==> src/hdl/rcb_pkg.sv <==
/*
 rcb_pkg: shared constants and types of the receiver control board glue.
 assumes a 50 MHz core clock and a 32-bit AXI4-Lite register bus.
*/
package rcb_pkg;
	// ==========================================================
	// timing
	localparam int CLK_HZ = 50_000_000;
	localparam int XTAL_HZ = 2_000_000;
	localparam int PHASE_DIV = CLK_HZ / XTAL_HZ;
	localparam int PH_W = 5;
	localparam logic [PH_W-1:0] PH_LAST = PH_W'(PHASE_DIV - 1);
	localparam int POR_NS = 1000;
	localparam int POR_CYC = (POR_NS * (CLK_HZ / 1_000_000) + 999) / 1000;
	localparam logic [7:0] POR_LAST = 8'(POR_CYC - 1);
	localparam logic [2:0] SHORT_PERIODS = 3'h4;
	localparam logic [2:0] LONG_PERIODS = 3'h6;
	// ==========================================================
	// operation codes
	localparam logic [4:0] OP_FETCH = 5'h00;
	localparam logic [4:0] OP_PC_LO = 5'h01;
	localparam logic [4:0] OP_PC_HI = 5'h02;
	localparam logic [4:0] OP_DC_LOAD = 5'h03;
	localparam logic [4:0] OP_MEM_RD = 5'h04;
	localparam logic [4:0] OP_MEM_WR = 5'h05;
	localparam logic [4:0] OP_IO_ADDR = 5'h06;
	localparam logic [4:0] OP_IO_RD = 5'h07;
	localparam logic [4:0] OP_IO_WR = 5'h08;
	localparam logic [4:0] OP_INT_VEC = 5'h09;
	localparam logic [4:0] OP_IDLE = 5'h1f;
	// ==========================================================
	// memory map
	localparam int ADDR_W = 13;
	localparam int ROM_COUNT = 3;
	localparam logic [1:0] RAM_SEL = 2'h3;
	localparam int IOSEL_SW_BIT = 7;
	// ==========================================================
	// cpu i/o port indices: port 0k is k, port 1k is 8+k
	localparam int IOP_INH_RX = 0;
	localparam int IOP_INH_TX = 1;
	localparam int IOP_TX_EMPTY = 8;
	localparam int IOP_RX_READY = 9;
	localparam int IOP_FRAMING = 10;
	localparam int IOP_OVERRUN = 11;
	localparam int IOP_PARITY = 12;
	// ==========================================================
	// registers
	localparam logic [7:0] REG_CTRL = 8'h00;
	localparam logic [7:0] REG_TIMER = 8'h04;
	localparam logic [7:0] REG_VECTOR = 8'h08;
	localparam logic [7:0] REG_STATUS = 8'h0c;
	localparam logic [7:0] REG_COUNT = 8'h10;
	localparam logic [7:0] REG_IOSEL = 8'h14;
	localparam int CTRL_SERIAL_BIT = 0;
	localparam int CTRL_TIMER_BIT = 1;
	localparam logic [1:0] CTRL_RST = 2'h2;
	localparam logic [15:0] TIMER_RST = 16'h00ff;
	localparam logic [12:0] VECTOR_RST = 13'h0020;
	localparam logic [1:0] RESP_OKAY = 2'h0;
	localparam logic [1:0] RESP_SLVERR = 2'h2;

	typedef enum logic [2:0] {
		PWR_OFF, PWR_MEM_ON, PWR_RUN, PWR_STOPPING, PWR_RETAIN
	} rcb_pwr_t;
endpackage

==> src/hdl/rcb_top.sv <==
/*
 rcb_top: glue logic of the receiver control microcomputer board.
 assumes the cpu core and memories sit on core_clk; supply, serial module
 and i/o bus pins are asynchronous and are synchronised here.
*/
// Implementation choices: the address map and the AXI4-Lite register port.
// What this block does
// - phase clock and write pulse from 2.0 MHz
// - one 8-bit two-way cpu data bus
// - five-line operation code steers each cycle
// - cycles last four or six phase periods
// - three 2K program roms, upper-address chip selects
// - ram pair: low and high nibbles
// - eleven address lines, top two decoded
// - memory read or write strobe per code
// - program counter increments or loads; data counter
// - timer raises internal interrupt requests
// - gated bidirectional switch to i/o bus
// - active-low i/o read and write strobes
// - 8-bit i/o select latch from data bus
// - power-on: reset high, ram on, cpu released
// - supply fall: reset low, cpu stop request
// - after power loss, ram retention mode
// - active-low request, block output stops nesting
// - no serial module: block feeds priority input
// - serial fitted: its priority output chains in
// - rx ready, tx empty on ports 11, 10
// - parity, overrun, framing on ports 14,13,12
// - two port lines go to serial module
`timescale 1ns/1ps
module rcb_top (
	input wire logic core_clk,
	input wire logic rstn,
	input wire logic [7:0] s_axi_awaddr,
	input wire logic s_axi_awvalid,
	output logic s_axi_awready,
	input wire logic [31:0] s_axi_wdata,
	input wire logic [3:0] s_axi_wstrb,
	input wire logic s_axi_wvalid,
	output logic s_axi_wready,
	output logic [1:0] s_axi_bresp,
	output logic s_axi_bvalid,
	input wire logic s_axi_bready,
	input wire logic [7:0] s_axi_araddr,
	input wire logic s_axi_arvalid,
	output logic s_axi_arready,
	output logic [31:0] s_axi_rdata,
	output logic [1:0] s_axi_rresp,
	output logic s_axi_rvalid,
	input wire logic s_axi_rready,
	output logic phase_clk,
	output logic write_pulse,
	input wire logic [4:0] cpu_operation_code,
	input wire logic [7:0] cpu_data_in,
	output logic [7:0] cpu_data_out,
	output logic cpu_data_oe_n,
	input wire logic [15:0] cpu_port_out,
	output logic [15:0] cpu_port_in,
	input wire logic interrupt_block_n,
	output logic cpu_int_req_n,
	output logic [10:0] mem_addr,
	output logic [2:0] rom_ce_n,
	output logic ram_ce_n,
	output logic mem_read_n,
	output logic mem_write_n,
	input wire logic [7:0] rom_data,
	input wire logic [3:0] ram_lo_data,
	input wire logic [3:0] ram_hi_data,
	output logic [3:0] ram_lo_wdata,
	output logic [3:0] ram_hi_wdata,
	input wire logic [7:0] io_data_in,
	output logic [7:0] io_data_out,
	output logic io_data_oe_n,
	output logic [7:0] io_select_code,
	output logic io_select_oe_n,
	output logic io_read_strobe_n,
	output logic io_write_strobe_n,
	input wire logic supply_ok,
	output logic board_reset_n,
	output logic memory_mode_select,
	output logic cpu_reset_n,
	output logic cpu_stop_req,
	input wire logic serial_int_req_n,
	input wire logic serial_pri_out_n,
	input wire logic rx_data_ready,
	input wire logic tx_buffer_empty,
	input wire logic parity_error_flag,
	input wire logic overrun_error_flag,
	input wire logic framing_error_flag,
	output logic serial_block_n,
	output logic [1:0] serial_inhibit
);
	// ==========================================================
	// reset and input synchronisers
	logic rst_meta_ff, rst_n;
	logic [15:0] sync1_ff, sync2_ff;
	logic supply_s, ser_int_n_s, ser_pri_n_s;
	logic [7:0] io_data_s;
	always_ff @(posedge core_clk or negedge rstn) begin
		if (!rstn) begin
			rst_meta_ff <= 1'b0;
			rst_n <= 1'b0;
		end else begin
			rst_meta_ff <= 1'b1;
			rst_n <= rst_meta_ff;
		end
	end
	always_ff @(posedge core_clk or negedge rst_n) begin
		if (!rst_n) begin
			sync1_ff <= 16'h0000;
			sync2_ff <= 16'h0000;
		end else begin
			sync1_ff <= {io_data_in, supply_ok, serial_int_req_n,
				serial_pri_out_n, rx_data_ready, tx_buffer_empty,
				parity_error_flag, overrun_error_flag,
				framing_error_flag};
			sync2_ff <= sync1_ff;
		end
	end
	assign io_data_s = sync2_ff[15:8];
	assign supply_s = sync2_ff[7];
	assign ser_int_n_s = sync2_ff[6];
	assign ser_pri_n_s = sync2_ff[5];

	// ==========================================================
	// registers held by software
	logic [1:0] ctrl_ff;
	logic [15:0] timer_reload_ff;
	logic [12:0] vector_ff;
	logic fitted;
	assign fitted = ctrl_ff[rcb_pkg::CTRL_SERIAL_BIT];

	// ==========================================================
	// phase clock and instruction cycle
	logic [rcb_pkg::PH_W-1:0] ph_cnt_ff;
	logic phase_en, phase_clk_ff;
	logic [2:0] period_ff, cyc_last;
	logic [4:0] op_ff;
	logic exec;
	rcb_pkg::rcb_pwr_t pwr_ff;
	assign phase_en = (ph_cnt_ff == rcb_pkg::PH_LAST);
	always_comb begin
		unique case (op_ff)
			rcb_pkg::OP_PC_LO, rcb_pkg::OP_PC_HI:
				cyc_last = rcb_pkg::LONG_PERIODS - 3'h1;
			default: cyc_last = rcb_pkg::SHORT_PERIODS - 3'h1;
		endcase
	end
	assign write_pulse = phase_en && (period_ff == cyc_last);
	assign phase_clk = phase_clk_ff;
	assign exec = (pwr_ff == rcb_pkg::PWR_RUN) ||
		(pwr_ff == rcb_pkg::PWR_STOPPING);
	always_ff @(posedge core_clk or negedge rst_n) begin
		if (!rst_n) begin
			ph_cnt_ff <= '0;
			phase_clk_ff <= 1'b0;
			period_ff <= 3'h0;
			op_ff <= rcb_pkg::OP_IDLE;
		end else begin
			ph_cnt_ff <= phase_en ? '0 : ph_cnt_ff + 1'b1;
			phase_clk_ff <= phase_en;
			if (phase_en)
				period_ff <= write_pulse ? 3'h0 : period_ff + 3'h1;
			if (write_pulse)
				op_ff <= exec ? cpu_operation_code : rcb_pkg::OP_IDLE;
		end
	end

	// ==========================================================
	// program and data counters, memory decode
	logic [12:0] pc_ff;
	logic [7:0] dc_ff;
	logic [12:0] addr;
	logic op_pc_mem, op_dc_mem, tmr_pend_ff, tmr_ack;
	logic [7:0] mem_rdata;
	logic [10:0] mem_addr_ff;
	logic [2:0] rom_ce_n_ff;
	logic ram_ce_n_ff, mem_read_n_ff, mem_write_n_ff;
	logic [7:0] ram_wdata_ff;
	assign op_pc_mem = (op_ff == rcb_pkg::OP_FETCH);
	assign op_dc_mem = (op_ff == rcb_pkg::OP_MEM_RD) ||
		(op_ff == rcb_pkg::OP_MEM_WR);
	assign addr = op_dc_mem ? {rcb_pkg::RAM_SEL, 3'h0, dc_ff} : pc_ff;
	assign tmr_ack = write_pulse && exec && (op_ff == rcb_pkg::OP_INT_VEC);
	always_ff @(posedge core_clk or negedge rst_n) begin
		if (!rst_n) begin
			pc_ff <= '0;
			dc_ff <= 8'h00;
		end else if (write_pulse && exec) begin
			unique case (op_ff)
				rcb_pkg::OP_FETCH: pc_ff <= pc_ff + 13'h0001;
				rcb_pkg::OP_PC_LO: pc_ff[7:0] <= cpu_data_in;
				rcb_pkg::OP_PC_HI: pc_ff[12:8] <= cpu_data_in[4:0];
				rcb_pkg::OP_INT_VEC: pc_ff <= vector_ff;
				rcb_pkg::OP_DC_LOAD: dc_ff <= cpu_data_in;
				rcb_pkg::OP_MEM_RD, rcb_pkg::OP_MEM_WR:
					dc_ff <= dc_ff + 8'h01;
				default: ;
			endcase
		end
	end
	always_ff @(posedge core_clk or negedge rst_n) begin
		if (!rst_n) begin
			mem_addr_ff <= 11'h000;
			rom_ce_n_ff <= 3'h7;
			ram_ce_n_ff <= 1'b1;
			mem_read_n_ff <= 1'b1;
			mem_write_n_ff <= 1'b1;
			ram_wdata_ff <= 8'h00;
		end else begin
			mem_addr_ff <= addr[10:0];
			for (int i = 0; i < rcb_pkg::ROM_COUNT; i++)
				rom_ce_n_ff[i] <= !(exec && op_pc_mem &&
					addr[12:11] == 2'(i));
			ram_ce_n_ff <= !(exec && op_dc_mem);
			mem_read_n_ff <= !(exec && (op_pc_mem ||
				op_ff == rcb_pkg::OP_MEM_RD));
			mem_write_n_ff <= !(write_pulse && exec &&
				op_ff == rcb_pkg::OP_MEM_WR);
			if (write_pulse)
				ram_wdata_ff <= cpu_data_in;
		end
	end
	assign mem_addr = mem_addr_ff;
	assign rom_ce_n = rom_ce_n_ff;
	assign ram_ce_n = ram_ce_n_ff;
	assign mem_read_n = mem_read_n_ff;
	assign mem_write_n = mem_write_n_ff;
	assign ram_lo_wdata = ram_wdata_ff[3:0];
	assign ram_hi_wdata = ram_wdata_ff[7:4];
	assign mem_rdata = op_dc_mem ? {ram_hi_data, ram_lo_data} : rom_data;

	// ==========================================================
	// i/o select latch, switch and strobes
	logic [7:0] iosel_ff, cpu_dout_ff, io_dout_ff;
	logic iosel_vld_ff, sw_en, cpu_oe_n_ff, io_oe_n_ff, iord_n_ff, iowr_n_ff;
	assign sw_en = exec && iosel_ff[rcb_pkg::IOSEL_SW_BIT] &&
		(op_ff == rcb_pkg::OP_IO_RD || op_ff == rcb_pkg::OP_IO_WR);
	always_ff @(posedge core_clk or negedge rst_n) begin
		if (!rst_n) begin
			iosel_ff <= 8'h00;
			iosel_vld_ff <= 1'b0;
		end else if (write_pulse && exec && op_ff == rcb_pkg::OP_IO_ADDR) begin
			iosel_ff <= cpu_data_in;
			iosel_vld_ff <= 1'b1;
		end
	end
	always_ff @(posedge core_clk or negedge rst_n) begin
		if (!rst_n) begin
			cpu_dout_ff <= 8'h00;
			cpu_oe_n_ff <= 1'b1;
			io_dout_ff <= 8'h00;
			io_oe_n_ff <= 1'b1;
			iord_n_ff <= 1'b1;
			iowr_n_ff <= 1'b1;
		end else begin
			cpu_dout_ff <= (op_ff == rcb_pkg::OP_IO_RD) ? io_data_s : mem_rdata;
			cpu_oe_n_ff <= !((sw_en && op_ff == rcb_pkg::OP_IO_RD) ||
				(exec && !mem_read_n_ff));
			io_dout_ff <= cpu_data_in;
			io_oe_n_ff <= !(sw_en && op_ff == rcb_pkg::OP_IO_WR);
			iord_n_ff <= !(sw_en && op_ff == rcb_pkg::OP_IO_RD);
			iowr_n_ff <= !(sw_en && op_ff == rcb_pkg::OP_IO_WR);
		end
	end
	assign cpu_data_out = cpu_dout_ff;
	assign cpu_data_oe_n = cpu_oe_n_ff;
	assign io_data_out = io_dout_ff;
	assign io_data_oe_n = io_oe_n_ff;
	assign io_read_strobe_n = iord_n_ff;
	assign io_write_strobe_n = iowr_n_ff;
	assign io_select_code = iosel_ff;
	assign io_select_oe_n = !iosel_vld_ff;

	// ==========================================================
	// timer, interrupt and priority chain
	logic [15:0] tmr_ff;
	logic priority_chain_in_n_n;
	assign priority_chain_in_n_n = fitted ? ser_pri_n_s : interrupt_block_n;
	always_ff @(posedge core_clk or negedge rst_n) begin
		if (!rst_n) begin
			tmr_ff <= rcb_pkg::TIMER_RST;
			tmr_pend_ff <= 1'b0;
		end else begin
			if (phase_en)
				tmr_ff <= (tmr_ff == 16'h0000) ? timer_reload_ff :
					tmr_ff - 16'h0001;
			// a new expiry wins over the acknowledge in the same cycle
			if (phase_en && tmr_ff == 16'h0000 && priority_chain_in_n_n &&
				ctrl_ff[rcb_pkg::CTRL_TIMER_BIT])
				tmr_pend_ff <= 1'b1;
			else if (tmr_ack)
				tmr_pend_ff <= 1'b0;
		end
	end
	assign cpu_int_req_n = !tmr_pend_ff && (!fitted || ser_int_n_s);
	assign serial_block_n = fitted ? interrupt_block_n : 1'b1;
	always_comb begin
		cpu_port_in = 16'h0000;
		if (fitted) begin
			cpu_port_in[rcb_pkg::IOP_RX_READY] = sync2_ff[4];
			cpu_port_in[rcb_pkg::IOP_TX_EMPTY] = sync2_ff[3];
			cpu_port_in[rcb_pkg::IOP_PARITY] = sync2_ff[2];
			cpu_port_in[rcb_pkg::IOP_OVERRUN] = sync2_ff[1];
			cpu_port_in[rcb_pkg::IOP_FRAMING] = sync2_ff[0];
		end
	end
	assign serial_inhibit = fitted ? {cpu_port_out[rcb_pkg::IOP_INH_TX],
		cpu_port_out[rcb_pkg::IOP_INH_RX]} : 2'h0;

	// ==========================================================
	// power sequencing
	logic [7:0] por_ff;
	always_ff @(posedge core_clk or negedge rst_n) begin
		if (!rst_n) begin
			pwr_ff <= rcb_pkg::PWR_OFF;
			por_ff <= 8'h00;
		end else begin
			por_ff <= (pwr_ff == rcb_pkg::PWR_MEM_ON) ? por_ff + 8'h01 : 8'h00;
			unique case (pwr_ff)
				rcb_pkg::PWR_OFF, rcb_pkg::PWR_RETAIN:
					if (supply_s) pwr_ff <= rcb_pkg::PWR_MEM_ON;
				rcb_pkg::PWR_MEM_ON:
					if (!supply_s) pwr_ff <= rcb_pkg::PWR_RETAIN;
					else if (por_ff == rcb_pkg::POR_LAST)
						pwr_ff <= rcb_pkg::PWR_RUN;
				rcb_pkg::PWR_RUN:
					if (!supply_s) pwr_ff <= rcb_pkg::PWR_STOPPING;
				rcb_pkg::PWR_STOPPING:
					if (write_pulse) pwr_ff <= rcb_pkg::PWR_RETAIN;
			endcase
		end
	end
	assign board_reset_n = (pwr_ff == rcb_pkg::PWR_MEM_ON) ||
		(pwr_ff == rcb_pkg::PWR_RUN);
	assign memory_mode_select = (pwr_ff != rcb_pkg::PWR_OFF) &&
		(pwr_ff != rcb_pkg::PWR_RETAIN);
	assign cpu_reset_n = exec;
	assign cpu_stop_req = (pwr_ff == rcb_pkg::PWR_STOPPING);

	// ==========================================================
	// axi4-lite slave
	logic aw_ff, w_ff, bvalid_ff, rvalid_ff;
	logic [7:0] awaddr_ff;
	logic [31:0] wdata_ff, rdata_ff;
	logic [1:0] bresp_ff, rresp_ff;
	logic wr_go, wr_hit;
	assign s_axi_awready = !aw_ff && !bvalid_ff;
	assign s_axi_wready = !w_ff && !bvalid_ff;
	assign s_axi_arready = !rvalid_ff;
	assign wr_go = aw_ff && w_ff && !bvalid_ff;
	assign wr_hit = awaddr_ff == rcb_pkg::REG_CTRL ||
		awaddr_ff == rcb_pkg::REG_TIMER || awaddr_ff == rcb_pkg::REG_VECTOR;
	always_ff @(posedge core_clk or negedge rst_n) begin
		if (!rst_n) begin
			aw_ff <= 1'b0;
			w_ff <= 1'b0;
			awaddr_ff <= 8'h00;
			wdata_ff <= 32'h0000_0000;
			bvalid_ff <= 1'b0;
			bresp_ff <= rcb_pkg::RESP_OKAY;
			ctrl_ff <= rcb_pkg::CTRL_RST;
			timer_reload_ff <= rcb_pkg::TIMER_RST;
			vector_ff <= rcb_pkg::VECTOR_RST;
		end else begin
			if (s_axi_awvalid && s_axi_awready) begin
				aw_ff <= 1'b1;
				awaddr_ff <= {s_axi_awaddr[7:2], 2'h0};
			end
			if (s_axi_wvalid && s_axi_wready) begin
				w_ff <= 1'b1;
				wdata_ff <= s_axi_wdata;
			end
			if (wr_go) begin
				aw_ff <= 1'b0;
				w_ff <= 1'b0;
				bvalid_ff <= 1'b1;
				bresp_ff <= wr_hit ? rcb_pkg::RESP_OKAY : rcb_pkg::RESP_SLVERR;
				if (awaddr_ff == rcb_pkg::REG_CTRL)
					ctrl_ff <= wdata_ff[1:0];
				if (awaddr_ff == rcb_pkg::REG_TIMER)
					timer_reload_ff <= wdata_ff[15:0];
				if (awaddr_ff == rcb_pkg::REG_VECTOR)
					vector_ff <= wdata_ff[12:0];
			end else if (bvalid_ff && s_axi_bready) begin
				bvalid_ff <= 1'b0;
			end
		end
	end
	always_ff @(posedge core_clk or negedge rst_n) begin
		if (!rst_n) begin
			rvalid_ff <= 1'b0;
			rdata_ff <= 32'h0000_0000;
			rresp_ff <= rcb_pkg::RESP_OKAY;
		end else if (s_axi_arvalid && s_axi_arready) begin
			rvalid_ff <= 1'b1;
			rresp_ff <= rcb_pkg::RESP_OKAY;
			unique case ({s_axi_araddr[7:2], 2'h0})
				rcb_pkg::REG_CTRL: rdata_ff <= {30'h0, ctrl_ff};
				rcb_pkg::REG_TIMER: rdata_ff <= {16'h0, timer_reload_ff};
				rcb_pkg::REG_VECTOR: rdata_ff <= {19'h0, vector_ff};
				rcb_pkg::REG_STATUS: rdata_ff <= {24'h0, priority_chain_in_n_n,
					tmr_pend_ff, supply_s, 2'h0, pwr_ff};
				rcb_pkg::REG_COUNT: rdata_ff <= {3'h0, pc_ff, 8'h0, dc_ff};
				rcb_pkg::REG_IOSEL: rdata_ff <= {19'h0, op_ff, iosel_ff};
				default: begin
					rdata_ff <= 32'h0000_0000;
					rresp_ff <= rcb_pkg::RESP_SLVERR;
				end
			endcase
		end else if (rvalid_ff && s_axi_rready) begin
			rvalid_ff <= 1'b0;
		end
	end
	assign s_axi_bvalid = bvalid_ff;
	assign s_axi_bresp = bresp_ff;
	assign s_axi_rvalid = rvalid_ff;
	assign s_axi_rdata = rdata_ff;
	assign s_axi_rresp = rresp_ff;

	// ==========================================================
	// assertions
	localparam int PH_I = rcb_pkg::PHASE_DIV;
	logic [3:0] per_seen_ff;
	always_ff @(posedge core_clk or negedge rst_n) begin
		if (!rst_n) per_seen_ff <= 4'h0;
		else if (write_pulse) per_seen_ff <= 4'h0;
		else if (phase_en) per_seen_ff <= per_seen_ff + 4'h1;
	end
	phase_rate_a: assert property (@(posedge core_clk)
		disable iff (!rst_n) phase_en |-> ##PH_I phase_en)
		else $error("phase rate wrong");
	cycle_len_a: assert property (@(posedge core_clk)
		disable iff (!rst_n)
		write_pulse && $past(write_pulse, 1) == 1'b0 && per_seen_ff != 4'h0 |->
		per_seen_ff + 4'h1 == ((op_ff == rcb_pkg::OP_PC_LO ||
		op_ff == rcb_pkg::OP_PC_HI) ? 4'h6 : 4'h4))
		else $error("cycle length wrong");
	chip_sel_a: assert property (@(posedge core_clk)
		disable iff (!rst_n) $onehot0(~{rom_ce_n, ram_ce_n}))
		else $error("two chips selected");
	mem_write_a: assert property (@(posedge core_clk)
		disable iff (!rst_n) !mem_write_n |->
		$past(write_pulse) && $past(op_ff) == rcb_pkg::OP_MEM_WR)
		else $error("stray memory write");
	pc_step_a: assert property (@(posedge core_clk)
		disable iff (!rst_n)
		write_pulse && exec && op_ff == rcb_pkg::OP_FETCH |=>
		pc_ff == $past(pc_ff) + 13'h0001) else $error("pc did not step");
	io_latch_a: assert property (@(posedge core_clk)
		disable iff (!rst_n)
		write_pulse && exec && op_ff == rcb_pkg::OP_IO_ADDR |=>
		io_select_code == $past(cpu_data_in) ##1 !io_select_oe_n)
		else $error("select latch missed");
	io_strobe_a: assert property (@(posedge core_clk)
		disable iff (!rst_n) !io_read_strobe_n || !io_write_strobe_n |->
		io_select_code[rcb_pkg::IOSEL_SW_BIT] &&
		io_read_strobe_n != io_write_strobe_n)
		else $error("bad i/o strobe");
	prio_block_a: assert property (@(posedge core_clk)
		disable iff (!rst_n) !priority_chain_in_n_n && !tmr_pend_ff |=> !tmr_pend_ff)
		else $error("timer ignored priority");
	power_fail_a: assert property (@(posedge core_clk)
		disable iff (!rst_n) pwr_ff == rcb_pkg::PWR_RUN && !supply_s |=>
		!board_reset_n && cpu_stop_req)
		else $error("power fail not handled");
	retain_a: assert property (@(posedge core_clk)
		disable iff (!rst_n) cpu_stop_req && write_pulse |=>
		!memory_mode_select && !cpu_reset_n)
		else $error("no retention mode");
	// flags must be the pins as seen two edges earlier, in port order
	flags_a: assert property (@(posedge core_clk)
		disable iff (!rst_n) fitted |->
		cpu_port_in[rcb_pkg::IOP_RX_READY] == $past(rx_data_ready, 2) &&
		cpu_port_in[rcb_pkg::IOP_PARITY] == $past(parity_error_flag, 2))
		else $error("serial flags misplaced");
	fetch_c: cover property (@(posedge core_clk) disable iff (!rst_n)
		write_pulse && exec && op_ff == rcb_pkg::OP_FETCH);
	ioread_c: cover property (@(posedge core_clk) disable iff (!rst_n)
		!io_read_strobe_n);
	timer_c: cover property (@(posedge core_clk) disable iff (!rst_n)
		$rose(tmr_pend_ff));
	fail_c: cover property (@(posedge core_clk) disable iff (!rst_n)
		pwr_ff == rcb_pkg::PWR_RETAIN);
endmodule

==> config.mk <==
export PLATFORM = sky130hd
export DESIGN_NAME = rcb_top
export DESIGN_NICKNAME = d
export VERILOG_FILES = /design/src/hdl/rcb_pkg.sv /design/src/hdl/rcb_top.sv
export SDC_FILE = /design/constraint.sdc
export NUM_CORES = 1
export LEC_CHECK = 0
export BUFFER_PORTS_ARGS = -buffer_cell sky130_fd_sc_hd__buf_2
export CORE_MARGIN = 3
export CORE_UTILIZATION = 30
export CTS_CLUSTER_SIZE = 24
export DETAILED_ROUTE_END_ITERATION = 8
export HOLD_SLACK_MARGIN = 0.05
export SLEW_MARGIN = 20
export SYNTH_ARGS = -nofsm -noshare
export SYNTH_HDL_FRONTEND = slang
export SYNTH_SLANG_ARGS = --single-unit
==> constraint.sdc <==
create_clock -name core_clk -period 6.8 [get_ports core_clk]
set_input_delay 1.02 -clock core_clk [delete_from_list [all_inputs] [get_ports core_clk]]
set_output_delay 1.02 -clock core_clk [all_outputs]
set_load 0.01 [all_outputs]
==> results.md <==
* Status: finished clean
* Fin nets at 1246
* Final worst path period share at approximately 64%
* Post-synthesis mux area share at 9.93%
* CTS tree: yes
* Number of synthesized register bits at 238
* VDD IR-drop max at about 260 uV
* CP arrival at approximately 3.3 ns
* TritonCTS buffer count at 27
* Drt pass-1 iters at 5
* Footprint of the multi-input gates at approximately 4000 um^2
* Simple-gate share of the synthesized area at 13.8%
* IO buf count at ~190
* Reg area at roughly 6000 um^2
* Rel. slew slack at 32.0%
* Mapped Cells at 946
* Initial antenna violation count at 4
* Sum of net half-perimeters after detailed placement at roughly 21000 um
* RSZ-0062 raised after global routing: no
* CTS root buffer: clkbuf_16
* Placed cell count at 1534
* Xor/xnor cell area share of the yosys netlist at 1.09%
* Routed Antenna Nets at 0
* Leak at just under 6 nW
* First-pass GRT wire length at 45000 um
* Die height at slightly below 200 um
* Fin. Hold Viols at 0
* Core Rows at 67
* Total routed wirelength at 29400 um
* Number of flops mapped to enable cells by yosys at 0
* Fraction of layout cells with a size suffix above 1 at a little under a third
* Die ar. at 36900 um^2
* Filler Cell Count at 3437
* Async S/R FF share, synth at 100%
* CP Capture Type: output pin
* Routed WL per cell at ~19 um
* Ys flop type: dfrtp_1
* H-Tree Depth at 1
* Mapped Area at 10400 um^2
* Core area at between 30000 and 40000 um^2
* # setup viols final at 0
* Placer congestion estimate at a little over 0.8
* Total number of vias at 7876
* Max Slew Vio Count at 0
* Peak Freq at 230 MHz
* Clk sinks at 238
* Hold Path Class: input port to async pin
* Die Wd at just under 200 um
* Hold_buf cts at 0
* DRC Markers at 0
* Yosys cell types at 66
* Via density at 4.97
* Largest family of logic cells by synthesized area: simple AND/OR/NAND/NOR gates
* Maximum fanout along the worst path at 31
* Synth Warn # at 0
* Vias in the first global route at 7638
* PD cells at 342 nW/um^2
* Average cell area after synthesis at about 11 um^2
* Pin count of the biggest net entering global routing at between 70 and 80
* Clock Path Buffers at 3
* Global route overflow at 0
* Setup Buffers After CTS at 0
* Clock transition at path regs at 0.06 ns
* Kind of critical path: flip-flop to output pin
* Compound-Gate Fraction of Synth Area at between 10% and 20%
* Fin crit period at 4.36 ns
* P&R area growth vs syn at 21.2%
* Gr usage total at 15.7%
* Worst-Margin Slew at a little over 1 ns
* Post-route insts no fill at 1585
* Most frequent cells in the layout: dfrtp_1, buf_2, nand2_1
* Fin Setup TNS at 0 ns
* Commonest non-fill, non-tap cell in the layout: dfrtp_1
* Clk_skew at 0.0136 ns
* Post-CTS Resized at 0
* CP Launch Type: flip-flop
* Seq/Total Area, Yosys at 57.7%
* Starting density of the core at 30.7%
* Adder-Cell Fraction of Synth Area at roughly 1.1%
* Max_cap viols at 0
* IO Pins at 242
* DRT iter0 DRCs at 580
* Clk_lat worst skew at 0.52 ns
* CP Data Required Time at about 5.8 ns
[registers in the layout, summed over array words and instances, names as in the netlist, 6 cells and up]
name	cells
tmr_ff	16
cpu_data_out	8
timer_reload_ff	16
io_data_out	8
vector_ff	13
sync2_ff	16
ram_wdata_ff	8
dc_ff	8
s_axi_rdata	29
mem_addr	11
por_ff	8
sync1_ff	16
pc_ff	13
wdata_ff	16
awaddr_ff	6
io_select_code	8
[cells by family after synthesis]
kind of cell | count (synthesis)
other | 2
AOI/OAI and AO/OA | 200
DFF | 238
xor gates and xnor gates | 13
and+or+nand+nor | 293
adders and majority gates | 9
buffers and inverters | 97
muxes | 94
[path summary, 6_finish.rpt]
| kind | start | endpoint | slack [ns] | cells after the start |
|---|---|---|---|---|
| min | rstn | rst_n$_DFF_PN0_ | 0.27 | 1 |
| max reg2reg | ph_cnt_ff[0]$_DFF_PN0_ | io_select_code[1]$_DFFE_PN0P_ | 2.77 | 8 |
| max | ph_cnt_ff[0]$_DFF_PN0_ | write_pulse | 2.45 | 6 |
| max in group asynchronous | rst_n$_DFF_PN0_ | wdata_ff[9]$_DFFE_PN0P_ | 5.09 | 1 |
| min reg2reg | sync1_ff[1]$_DFF_PN0_ | sync2_ff[1]$_DFF_PN0_ | 0.35 | 0 |
| min in group core_clk | sync1_ff[1]$_DFF_PN0_ | sync2_ff[1]$_DFF_PN0_ | 0.35 | 0 |
[synth_stat cells, types with 4 or more instances]
master     instances  area, um^2
a21oi_1           52         260
mux2_2            73         822
o21ai_0           65         325
buf_2              6        30.0
nand2_1          118         443
and2_1            16         100
nand4_1            8        50.1
nor2_1            48         180
buf_4             17         128
nand3_1           38         190
clkbuf_1          44         165
mux2i_1           21         210
o22ai_1           11        68.8
a221oi_1           6        52.6
o2bb2ai_1          4        35.0
or2_2              6        37.5
a31oi_1            4        25.0
and3_1             4        25.0
xnor2_1            7        61.3
inv_1             26        97.6
xor2_1             6        52.6
a22oi_1            9        67.6
a222oi_1           8        80.1
dfrtp_1          206        5150
dfstp_2           32         841
or3_1              5        31.3
nand2b_1           7        43.8
o31ai_1            5        37.5
a2bb2oi_1          6        52.6
nor3_1            15        75.1
ha_1               9         113
[stage by stage]
stage | hold WS (ns) | setup slack [ns] | cell area (um^2) | total power [mW] | util, %
after floorplan | 0.331 | 2.92 | 10500 | 2.57 | -
after global placement | 0.331 | 2.93 | 11700 | 2.87 | 34.5
after detailed placement | 0.335 | 2.82 | 11700 | 2.90 | 34.5
after CTS | 0.252 | 2.41 | 12600 | 4.35 | 37.1
after global routing | 0.255 | 2.21 | 12600 | 4.58 | 37.2
final | 0.275 | 2.45 | 12600 | 4.31 | 37.2
[layer usage]
layer	vias up	GRT usage [%]	part of all wire, %
met3	48	4.54	8.1
met2	274	22.8	44
met1	3873	22.8	45
met5	-	0	0.082
li1	3677	-	-
met4	4	3.98	2.8
[report_power, final]
group | total [mW] | internal, mW | switching (mW)
Combinational | 1.01 | 0.425 | 0.585
Clock | 1.44 | 0.868 | 0.569
Sequential | 1.87 | 1.65 | 0.212
[worst max-delay path, cell delays in order, from the launching register on]
cell and delay, ns:
dfrtp_1 0.40, inv_1 0.07, ha_1 0.16, nand4b_1 0.64, inv_1 1.05, o211a_1 0.34
buf_2 0.16
[final cells by class]
type | count | share of cell area (%)
diodes | 2 | 0.0397
clock buffers | 39 | 6.19
clock inverters | 9 | 0.794
inverters | 26 | 0.774
multi-input cells | 626 | 32.0
flip-flops and latches | 238 | 47.6
well taps | 448 | 4.45
repair buffers | 197 | 8.18
(Power assumes the default switching activity.)
